[src/opsf_cfg.svh]
// opsf_cfg.svh - offsets, reset values, field positions and timing counts
// assumes: included by the design module, 100 MHz clock
`ifndef OPSF_CFG_SVH
`define OPSF_CFG_SVH

// ****************************************************************
// register byte offsets on the AHB-Lite bus
// ****************************************************************
`define OPSF_OFS_PIN23      12'h000
`define OPSF_OFS_PIN24      12'h004
`define OPSF_OFS_PIN25      12'h008
`define OPSF_OFS_RSVD       12'h00C
`define OPSF_OFS_PIN49      12'h010
`define OPSF_OFS_FILT       12'h014
`define OPSF_OFS_MODE       12'h018
`define OPSF_OFS_STATUS     12'h01C

// ****************************************************************
// reset values
// ****************************************************************
`define OPSF_RST_PIN23      16'h000C
`define OPSF_RST_PIN24      16'h0004
`define OPSF_RST_PIN25      16'h0007
`define OPSF_RST_RSVD       16'h0003
`define OPSF_RST_PIN49      16'h0002
`define OPSF_RST_FILT       16'h0002
`define OPSF_RST_MODE       16'h0000

// ****************************************************************
// field positions
// ****************************************************************
`define OPSF_SEL_MSB        5
`define OPSF_FILT_MSB       1
`define OPSF_MODE_MSB       1
`define OPSF_ABS_EN_BIT     2
`define OPSF_ABS_ACT_BIT    3

// ****************************************************************
// filter windows in ns and cycles at 100 MHz (longest time, round down)
// ****************************************************************
`define OPSF_CLK_NS         10
`define OPSF_WIN1_NS        1777000
`define OPSF_WIN2_NS        3555000
`define OPSF_WIN3_NS        5333000
`define OPSF_WIN1_CYC       (`OPSF_WIN1_NS / `OPSF_CLK_NS)
`define OPSF_WIN2_CYC       (`OPSF_WIN2_NS / `OPSF_CLK_NS)
`define OPSF_WIN3_CYC       (`OPSF_WIN3_NS / `OPSF_CLK_NS)

`endif

[src/opsf_pkg.sv]
// opsf_pkg.sv - types shared by the pin select and input filter block
// assumes: nothing beyond a SystemVerilog compiler
package opsf_pkg;

  // ****************************************************************
  // control modes
  // ****************************************************************
  typedef enum logic [1:0] {
    OPSF_MODE_POS = 2'h0,
    OPSF_MODE_SPD = 2'h1,
    OPSF_MODE_TRQ = 2'h3
  } opsf_mode_t;

  // ****************************************************************
  // bus slave state, Gray ordered
  // ****************************************************************
  typedef enum logic [1:0] {
    OPSF_BUS_IDLE  = 2'h0,
    OPSF_BUS_WRITE = 2'h1,
    OPSF_BUS_READ  = 2'h3
  } opsf_bus_t;

  // ****************************************************************
  // internal status signals that a selector can route to a pin
  // ****************************************************************
  typedef struct packed {
    logic ready;        // code 02
    logic alarm;        // code 03
    logic in_position;  // code 04 position mode
    logic speed_reached;// code 04 speed, 0A speed and torque
    logic brake;        // code 05
    logic dyn_brake;    // code 06
    logic torque_limit; // code 07 position and speed
    logic speed_limit;  // code 07 torque
    logic warning;      // code 08
    logic battery_warn; // code 09
    logic zero_speed;   // code 0C
  } opsf_status_t;

endpackage : opsf_pkg

[src/opsf_top.sv]
// opsf_top.sv - output pin function select and input chatter filter
// assumes: one 100 MHz clock, AHB-Lite single word transfers, synchronous
// discrete inputs, status signals from the amplifier core
//
// Functional notes
// pin 24 selector picks its driving signal, resets to code 0004h.
// pin 25 selector picks its driving signal, resets to code 0007h.
// pin 49 selector picks its driving signal, resets to code 0002h.
// all selectors share the first pin's code table and mode validity.
// filter code 0 none; 1, 2, 3 give 1.777, 3.555, 5.333 ms.
// filter setting resets to 0002h and acts on external inputs.
// with transfer enabled, pin 23 carries transfer signal in transfer mode.
// software leaves the reserved setting at 0003h, never other values.
// a code without a signal in this mode is invalid, pin off.
// filtered input changes after a full stable window; code 0 passes.
`timescale 1ns/100ps
`default_nettype none
`include "opsf_cfg.svh"

module opsf_top #(
  parameter int NUM_IN   = 8,
  parameter int WIN1_CYC = `OPSF_WIN1_CYC,
  parameter int WIN2_CYC = `OPSF_WIN2_CYC,
  parameter int WIN3_CYC = `OPSF_WIN3_CYC
) (
  // clock and reset
  input  wire logic                 hclk,
  input  wire logic                 hresetn,
  // ahb-lite slave
  input  wire logic                 hsel,
  input  wire logic [11:0]          haddr,
  input  wire logic [1:0]           htrans,
  input  wire logic                 hwrite,
  input  wire logic [2:0]           hsize,
  input  wire logic [31:0]          hwdata,
  input  wire logic                 hready,
  output logic      [31:0]          hrdata,
  output logic                      hreadyout,
  output logic                      hresp,
  // amplifier core status
  input  wire opsf_pkg::opsf_status_t status,
  input  wire logic                 abs_transfer_mode,
  input  wire logic                 abs_transfer_bit,
  // external discrete inputs
  input  wire logic [NUM_IN-1:0]    raw_in,
  output logic      [NUM_IN-1:0]    filt_in,
  // output pins
  output logic                      pin23_out,
  output logic                      pin24_out,
  output logic                      pin25_out,
  output logic                      pin49_out
);

  localparam int CW = 23;

  // ****************************************************************
  // parameter checks
  // ****************************************************************
  // status register holds at most 12 filtered inputs
  if (NUM_IN < 1 || NUM_IN > 12 || WIN1_CYC < 1 || WIN2_CYC < WIN1_CYC ||
      WIN3_CYC < WIN2_CYC || WIN3_CYC >= (1 << CW)) begin : g_bad_param
    $error("opsf_top: unsupported parameter values");
  end

  // ****************************************************************
  // state
  // ****************************************************************
  typedef struct packed {
    opsf_pkg::opsf_bus_t bus;
    logic [11:0]         addr;
    logic [15:0]         sel23;
    logic [15:0]         sel24;
    logic [15:0]         sel25;
    logic [15:0]         rsvd;
    logic [15:0]         sel49;
    logic [15:0]         filt;
    logic [15:0]         mode;
    logic [31:0]         rdata;
    logic [NUM_IN-1:0]   filt_in;
    logic [3:0]          pins;
  } opsf_state_t;

  opsf_state_t st;
  opsf_state_t next_st;

  // filter counters live beside the struct, one per input
  logic [CW-1:0] cnt      [NUM_IN];
  logic [CW-1:0] next_cnt [NUM_IN];

  // ****************************************************************
  // selector decode, shared code table for every pin
  // ****************************************************************
  function automatic logic opsf_decode(input logic [15:0] code,
                                       input logic [1:0] mode,
                                       input opsf_pkg::opsf_status_t s);
    logic v;
    v = 1'b0;
    case (code[`OPSF_SEL_MSB:0])
      6'h02: v = s.ready;
      6'h03: v = s.alarm;
      6'h04: v = (mode == opsf_pkg::OPSF_MODE_POS) ? s.in_position :
                 (mode == opsf_pkg::OPSF_MODE_SPD) ? s.speed_reached :
                 1'b0;
      6'h05: v = s.brake;
      6'h06: v = s.dyn_brake;
      6'h07: v = (mode == opsf_pkg::OPSF_MODE_TRQ) ? s.speed_limit :
                 s.torque_limit;
      6'h08: v = s.warning;
      6'h09: v = s.battery_warn;
      6'h0A: v = (mode == opsf_pkg::OPSF_MODE_POS) ? 1'b0 :
                 s.speed_reached;
      6'h0C: v = s.zero_speed;
      default: v = 1'b0;
    endcase
    if (code[15:`OPSF_SEL_MSB+1] != 10'h000)
      v = 1'b0;
    return v;
  endfunction : opsf_decode

  // window length chosen by the filter setting
  function automatic logic [CW-1:0] opsf_window(input logic [1:0] c);
    logic [CW-1:0] w;
    w = '0;
    case (c)
      2'h1: w = CW'(WIN1_CYC);
      2'h2: w = CW'(WIN2_CYC);
      2'h3: w = CW'(WIN3_CYC);
      default: w = '0;
    endcase
    return w;
  endfunction : opsf_window

  logic [CW-1:0] win;
  logic [1:0]    md;
  logic          abs_swap;

  assign win = opsf_window(st.filt[`OPSF_FILT_MSB:0]);
  assign md  = st.mode[`OPSF_MODE_MSB:0];
  assign abs_swap = st.mode[`OPSF_ABS_EN_BIT] && abs_transfer_mode;

  // ****************************************************************
  // chatter filter, one counter per input
  // ****************************************************************
  genvar gi;
  generate
    for (gi = 0; gi < NUM_IN; gi++) begin : g_filt
      always_comb begin
        next_cnt[gi] = '0;
        if (win != '0 && raw_in[gi] != st.filt_in[gi]) begin
          next_cnt[gi] = cnt[gi] + CW'(1);
        end
      end
      always_ff @(posedge hclk or negedge hresetn) begin
        if (!hresetn) begin
          cnt[gi] <= '0;
        end else begin
          cnt[gi] <= next_cnt[gi];
        end
      end
    end
  endgenerate

  // ****************************************************************
  // next state: bus slave, registers, filter outputs, pin muxes
  // ****************************************************************
  always_comb begin
    logic [31:0] rd;
    next_st = st;
    rd      = 32'h0000_0000;
    // write data phase stores into the addressed register
    if (st.bus == opsf_pkg::OPSF_BUS_WRITE) begin
      if (st.addr == `OPSF_OFS_PIN23) begin
        next_st.sel23 = hwdata[15:0];
      end else if (st.addr == `OPSF_OFS_PIN24) begin
        next_st.sel24 = hwdata[15:0];
      end else if (st.addr == `OPSF_OFS_PIN25) begin
        next_st.sel25 = hwdata[15:0];
      end else if (st.addr == `OPSF_OFS_RSVD) begin
        next_st.rsvd = hwdata[15:0];
      end else if (st.addr == `OPSF_OFS_PIN49) begin
        next_st.sel49 = hwdata[15:0];
      end else if (st.addr == `OPSF_OFS_FILT) begin
        next_st.filt = hwdata[15:0];
      end else if (st.addr == `OPSF_OFS_MODE) begin
        next_st.mode = {13'h0000, hwdata[2:0]};
      end
    end
    // address phase
    next_st.bus = opsf_pkg::OPSF_BUS_IDLE;
    if (hsel && hready && htrans[1]) begin
      next_st.addr = {haddr[11:2], 2'h0};
      next_st.bus  = hwrite ? opsf_pkg::OPSF_BUS_WRITE :
                              opsf_pkg::OPSF_BUS_READ;
      if (haddr[11:2] == 10'(`OPSF_OFS_PIN23 >> 2)) begin
        rd = {16'h0000, st.sel23};
      end else if (haddr[11:2] == 10'(`OPSF_OFS_PIN24 >> 2)) begin
        rd = {16'h0000, st.sel24};
      end else if (haddr[11:2] == 10'(`OPSF_OFS_PIN25 >> 2)) begin
        rd = {16'h0000, st.sel25};
      end else if (haddr[11:2] == 10'(`OPSF_OFS_RSVD >> 2)) begin
        rd = {16'h0000, st.rsvd};
      end else if (haddr[11:2] == 10'(`OPSF_OFS_PIN49 >> 2)) begin
        rd = {16'h0000, st.sel49};
      end else if (haddr[11:2] == 10'(`OPSF_OFS_FILT >> 2)) begin
        rd = {16'h0000, st.filt};
      end else if (haddr[11:2] == 10'(`OPSF_OFS_MODE >> 2)) begin
        rd = {16'h0000, st.mode};
      end else if (haddr[11:2] == 10'(`OPSF_OFS_STATUS >> 2)) begin
        rd = {16'h0000, 12'(st.filt_in), st.pins};
      end
      next_st.rdata = rd;                                         // unmapped reads 0
    end
    // filter outputs follow raw input after a full stable window
    for (int i = 0; i < NUM_IN; i++) begin
      if (win == '0) begin
        next_st.filt_in[i] = raw_in[i];
      end else if (raw_in[i] != st.filt_in[i] && cnt[i] + CW'(1) >= win) begin
        next_st.filt_in[i] = raw_in[i];
      end
    end
    // pin muxes
    next_st.pins[0] = abs_swap ? abs_transfer_bit :
                      opsf_decode(st.sel23, md, status);
    next_st.pins[1] = opsf_decode(st.sel24, md, status);
    next_st.pins[2] = opsf_decode(st.sel25, md, status);
    next_st.pins[3] = opsf_decode(st.sel49, md, status);
  end

  // ****************************************************************
  // state register
  // ****************************************************************
  always_ff @(posedge hclk or negedge hresetn) begin
    if (!hresetn) begin
      st.bus     <= opsf_pkg::OPSF_BUS_IDLE;
      st.addr    <= 12'h000;
      st.sel23   <= `OPSF_RST_PIN23;
      st.sel24   <= `OPSF_RST_PIN24;
      st.sel25   <= `OPSF_RST_PIN25;
      st.rsvd    <= `OPSF_RST_RSVD;
      st.sel49   <= `OPSF_RST_PIN49;
      st.filt    <= `OPSF_RST_FILT;
      st.mode    <= `OPSF_RST_MODE;
      st.rdata   <= 32'h0000_0000;
      st.filt_in <= '0;
      st.pins    <= 4'h0;
    end else begin
      st <= next_st;
    end
  end

  // ****************************************************************
  // outputs
  // ****************************************************************
  assign hrdata    = st.rdata;
  assign hreadyout = 1'b1;   // zero wait states
  assign hresp     = 1'b0;   // always okay
  assign filt_in   = st.filt_in;
  assign pin23_out = st.pins[0];
  assign pin24_out = st.pins[1];
  assign pin25_out = st.pins[2];
  assign pin49_out = st.pins[3];

endmodule : opsf_top

`default_nettype wire

[config.mk]
export PLATFORM = sky130hd
export DESIGN_NAME = opsf_top
export DESIGN_NICKNAME = d
export VERILOG_FILES = /design/src/opsf_pkg.sv /design/src/opsf_top.sv
export VERILOG_INCLUDE_DIRS = /design/src
export SDC_FILE = /design/constraint.sdc
export NUM_CORES = 1
export LEC_CHECK = 0
export BUFFER_PORTS_ARGS = -buffer_cell sky130_fd_sc_hd__buf_4
export CORE_UTILIZATION = 40
export CTS_CLUSTER_SIZE = 20
export DETAILED_ROUTE_END_ITERATION = 10
export HOLD_SLACK_MARGIN = 0.12
export SLEW_MARGIN = 20
export SYNTH_ARGS = -nofsm -noshare
export SYNTH_HDL_FRONTEND = slang
export SYNTH_SLANG_ARGS = --single-unit
[constraint.sdc]
create_clock -name hclk -period 3.9 [get_ports hclk]
set_input_delay 0.585 -clock hclk [delete_from_list [all_inputs] [get_ports hclk]]
set_output_delay 0.585 -clock hclk [all_outputs]
set_load 0.005 [all_outputs]
# --- Word level (Yosys, flattened, before mapping) ---
# Index checks and enable logic that the tools add are counted.
totals:
  wordCells: 207
  inputBits: 75
  output_inout_bits: 46
  reg_bits: 339
classes:
  n_reduce_logical: 43
  mux: 48
  bitwise_logic: 6
  add_sub_neg: 8
  order_cmp: 8
  n_eq_ne: 67
ops:
  columns: ["op", "count"]
  rows:
  - ["adder 23 x 1 -> 23 bit, second input constant", 8]
  - ["greater-or-equal comparator 23 x 20 -> 1 bit", 8]
  - ["2-to-1 mux 23 bit", 8]
  - ["== test 6 x 3 -> 1 bit, second input constant", 16]
  - ["== test 6 x 4 -> 1 bit, second input constant", 16]
  - ["2-to-1 mux 16 bit", 6]
  - ["== test 10 x 3 -> 1 bit, second input constant", 7]
  - ["case mux 20 bit (3 select lines)", 1]
  - ["== test 6 x 2 -> 1 bit, second input constant", 8]
  - ["== test 10 x 2 -> 1 bit, second input constant", 4]
  - ["case mux 1 bit (10 select lines)", 4]
  - ["nonzero test 10 bit", 4]
  - ["2-to-1 mux 1 bit", 25]
  - ["2-to-1 mux 12 bit", 2]
  - ["zero test 23 bit", 1]
  - ["nonzero test 23 bit", 1]
  - ["== test 10 x 1 -> 1 bit, second input constant", 2]
  - ["logical AND 1 bit", 19]
  - ["nonzero test 2 bit", 8]
  - ["2-to-1 mux 14 bit", 1]
  - ["zero test 12 bit", 1]
  - ["zero test 10 bit", 1]
  - ["inequality test 1 bit", 8]
  - ["AND reduction 8 bit", 1]
  - ["other kinds (11)", 20]

# --- Logic depth before layout (Yosys ltp) ---
depth:
  depth_word: 9
  mapped_depth: 14
  depth_no_buf: 14

# --- Least setup slack after synthesis ---
# No wires, ideal clock.
synth_timing:
  kind: "register to register"
  startpoint: "register st[61] (netlist name)"
  endpoint: "register filt_in[3] (netlist name)"
  t_required_ns: 3.775
  setup_time_ns: 0.125
  path_slack_ns: -0.210
  arrival_ns: 3.985
  stages_incl_launch_ff: 15
  n_path_buf: 2
  synth_period_minus_slack_ns: 4.110
  cell_sequence: "dfstp_2 inv_1 ha_1 clkbuf_1 clkinv_1 clkbuf_1 o21ai_0 ha_1 a21o_1 a211oi_1 a21oi_1 a2111oi_0 a21oi_1 nor3_1 mux2_2"
synth_via:
  elab_chain_len: 5
  elab_cells_between_ends: 9
  classes_between: "1 x order compare; 3 x eq/ne; 2 x mux; 3 x reduce/logical"
synth_rtl:
  columns: ["element", "line_no", "text"]
  rows:
  - ["start: declaration", "opsf_top.sv:83", "opsf_state_t st;"]
  - ["start signal: assignment", "opsf_top.sv:247", "st <= next_st;"]
  - ["== test 2 bit / == test 2 x 1 -> 1 bit (equally long branches)", "opsf_top.sv:124", "case (c)"]
  - ["case mux 20 bit (3 select lines) *", "opsf_top.sv:124", null]
  - ["greater-or-equal comparator 23 x 20 -> 1 bit", "opsf_top.sv:217", "end else if (raw_in[i] != st.filt_in[i] && cnt[i] + CW'(1) >= win) begin"]
  - ["logical AND 1 bit", "opsf_top.sv:217", null]
  - ["nonzero test 2 bit (no source line)", null, null]
# Every way passes the cells marked *; elsewhere a longest branch is shown, timed or not.
# A chain may end at the register's enable or synchronous reset.

# --- Final worst setup path ---
layout_timing:
  startpoint: "register cnt[2] (netlist name)"
  endpoint: "register filt_in[7] (netlist name)"
layout_via:
  elab_chain_len: 4
layout_rtl:
  columns: ["element", "line_no", "text"]
  rows:
  - ["start: declaration", "opsf_top.sv:87", "logic [CW-1:0] cnt [NUM_IN];"]
  - ["start signal: indexed assignment", "opsf_top.sv:157", "cnt[gi] <= next_cnt[gi];"]
  - ["adder 23 x 1 -> 23 bit", "opsf_top.sv:217", null]
  - ["greater-or-equal comparator 23 x 20 -> 1 bit", "opsf_top.sv:217", null]
  - ["logical AND 1 bit", "opsf_top.sv:217", null]
  - ["nonzero test 2 bit (no source line)", null, null]
# Every way passes these cells.

==> results.cfg <==
[place]
io_buffer_count = 80
hpwlAfterDp_um = 33180
dp_slack_ps = 292.0
place_inst = 2498
gp_congestion = 0.8217
placed_area_um2 = 20530

[timing]
min_period_ps = 3581
relSlewSlack = 0.3227
skew_ps = 20.15
tightest_slew_ps = 1013
rsz0062_at_grt = false
finalWorstSetupSlack_ps = 318.9
achievable-frequency_mhz = 279.2
slew_viol_final = 0
tns_ps = 0
setup_viol = 0
post-route-period-util = 0.9182
finalHoldViolCount = 0

[logic_synthesis]
async_flop_share = 1.000
syn_inst = 1850
synth_seq_cells = 323
ys_types = 85
synth_xor_area_frac = 0.08236
yosysSeqAreaShare = 0.4186
synth_edf_count = 0
synth_fa_ha_area_frac = 0.1016
synth.mux.area_fraction = 0.08961
ys_warn_count = 0
synth_compound_area_frac = 0.07867
synthSimpleGateAreaFrac = 0.1986
synth_ff_type = dfrtp_1
synth.avg_cell_area_um2 = 10.45
syn-cell-area_um2 = 19340
synth_top_family_by_area = simple AND/OR/NAND/NOR gates

[min_path]
min_path_type = input port to flip-flop
hp-start = hwrite

[finish]
mostFrequentLayoutCells = 313 x dfrtp_1, 156 x ha_1, 142 x nor2b_1, 131 x nand2_1, 128 x nor2_1
fin_util = 0.4570
multiInputGateArea_um2 = 10730
regArea_um2 = 8095
final_common_cell = dfrtp_1
final_area_um2 = 21820
drive_above_1_share = 0.1828
final_cells = 2568
area_growth_pct = 12.84
fill_cells = 4486
antenna_cells = 0
nNetsFinal = 2156

[floorplanning]
die_width_um = 221.9
ios = 121
initial_core_util = 0.4050
rows = 80
coreArea_um2 = 47750
die_y_um = 221.9
dieArea_um2 = 49230

[worst_setup_path]
path_depth = 13
worst_setup_path_end_kind = flip-flop
path_delay_family = simple AND/OR/NAND/NOR gates
r2r_end = filt_in[7]
crit_path_frequent_cell = a21oi_1
max_stage_delay_ps = 450
critPathSlowestCell = a2111oi_0
path_buf_inv = 0
r2r_slack_ps = 320
cp.required_ps = 4340
crit_fanout = 4
critical_path.endpoint = filt_in[7]
arrival_ps = 4020
reg2reg_depth = 13
worstSetupStartpointType = flip-flop
r2r_start = cnt[2]
critPathKind = flip-flop to flip-flop
crit_chain = nand3_1, nor2_1, nand2_1, or3_1, xnor2_1, ha_1, o21a_1, o211ai_1, a21oi_1, a2111oi_0, nand4_1, a21oi_1, mux2_2
critPathLaunch = cnt[2]

[clocking]
cts.clk_slew.worst_paths_ps = 60
tritoncts = yes
clockBufferDepth = 3
post-cts-setup-buffers = 0
htreeDepth = 2
numCtsBuffers = 38
root_buffer = clkbuf_16
clock_sinks = 323
clk-insertion-delay-late_ps = 570

[drt]
drcViolationCount = 0
vias = 14020
antenna_left = 0
dr.pass1.iters = 5
via_per_inst = 5.460
drtIter0Drc = 709
wl_per_cell_um = 18.25
routed_wl_um = 46860

[global_route]
grt_pass1_vias = 14300
antenna_found_initial = 0
track_usage = 0.1933
grt_overflow = 0
grt_max_degree = 102
grt_pass1_wl_um = 76780

[pwr]
power_density_nw_per_um2 = 365.7
p_leak_nw = 10.03
vdd_drop_max_mv = 0.2770

[run]
drv_cap = 0

[run_status]
status = completed
kinds of logic after synthesis:
family                     Yosys count
buffers and inverters              108
AOI/OAI and AO/OA                  223
other                                2
and+or+nand+nor                    705
adders and majority gates          157
muxes                              151
DFF                                323
xor gates and xnor gates           181
cell usage after synthesis (6+ instances only):
cell type	instances	area [um^2]
a21boi_0	6	45.04
nand3_1	96	480.5
dfstp_2	10	262.8
a211oi_1	15	112.6
a21oi_1	71	355.3
nand4_1	46	287.8
and3_1	36	225.2
nor2_1	128	480.5
mux2_2	127	1430
nor4_1	21	131.4
a222oi_1	7	70.07
mux2i_1	16	160.2
nor3_1	22	110.1
dfrtp_1	313	7833
nand2_1	131	491.7
clkbuf_1	37	138.9
inv_1	19	71.32
nor2b_1	142	888.4
and2_1	8	50.05
nor3b_1	6	45.04
xor2_1	65	569.3
nand2b_1	7	43.79
and4_1	16	140.1
a21o_1	10	75.07
nor3_2	6	60.06
buf_4	42	315.3
o21ai_0	39	195.2
xnor2_1	115	1007
ha_1	157	1964
o31ai_1	10	75.07
how the worst min path moves through the flow:
| stage | to | cells after the start |
|---|---|---|
| floorplan | cnt[0] | 0 |
| global placement | cnt[0] | 1 |
| detailed placement | hrdata[14] | 2 |
| CTS | st[169] | 2 |
| global route | st[169] | 2 |
| finish | st[169] | 2 |
area by class of cell:
cell class                      instances  share of cell area
Clock inverter                         14            0.008658
Sequential cell                       323              0.3710
Tap cell                              615             0.03526
Inverter                               20            0.003440
Multi-Input combinational cell       1435              0.4917
Clock buffer                           55             0.05017
Timing Repair Buffer                  106             0.03979
timing repair:
item,4_1_cts,5_1_grt
hold buffers,1,0
resized for setup,0,0
endpoints found under the hold margin,2,0
state kept, by name, indices dropped and copies added, names as in the netlist:
signal and count:
pin24_out 1, filt_in 8, cnt 184, md 2
pin49_out 1, pin25_out 1, pin23_out 1, hrdata 16
st 109
routing by layer:
metal	vias to the layer above	GRT usage	part of all wire
met5	-	0	0
met4	0	0.06832	0.027
met3	77	0.02637	0.038
met2	269	0.3247	0.48
met1	6942	0.2547	0.46
li1	6733	-	-
power by group:
part / internal (W) / total [W] / switching [W] / leakage (nW)
clock: 0.00217 / 0.00365 / 0.00148 / 0.633
sequential: 0.00348 / 0.00363 / 0.000142 / 4.28
combinational: 0.000295 / 0.000705 / 0.000409 / 5.11
per-stage QoR:
| step | hold WS, ps | total power [W] |
|---|---|---|
| finish | 165.2 | 0.007981 |
| detailed placement | 473.4 | 0.004397 |
| global route | 148.6 | 0.008349 |
| floorplan | 289.4 | 0.004079 |
| CTS | 139.2 | 0.008087 |
| global placement | 468.3 | 0.004368 |
(Power assumes the default switching activity.)
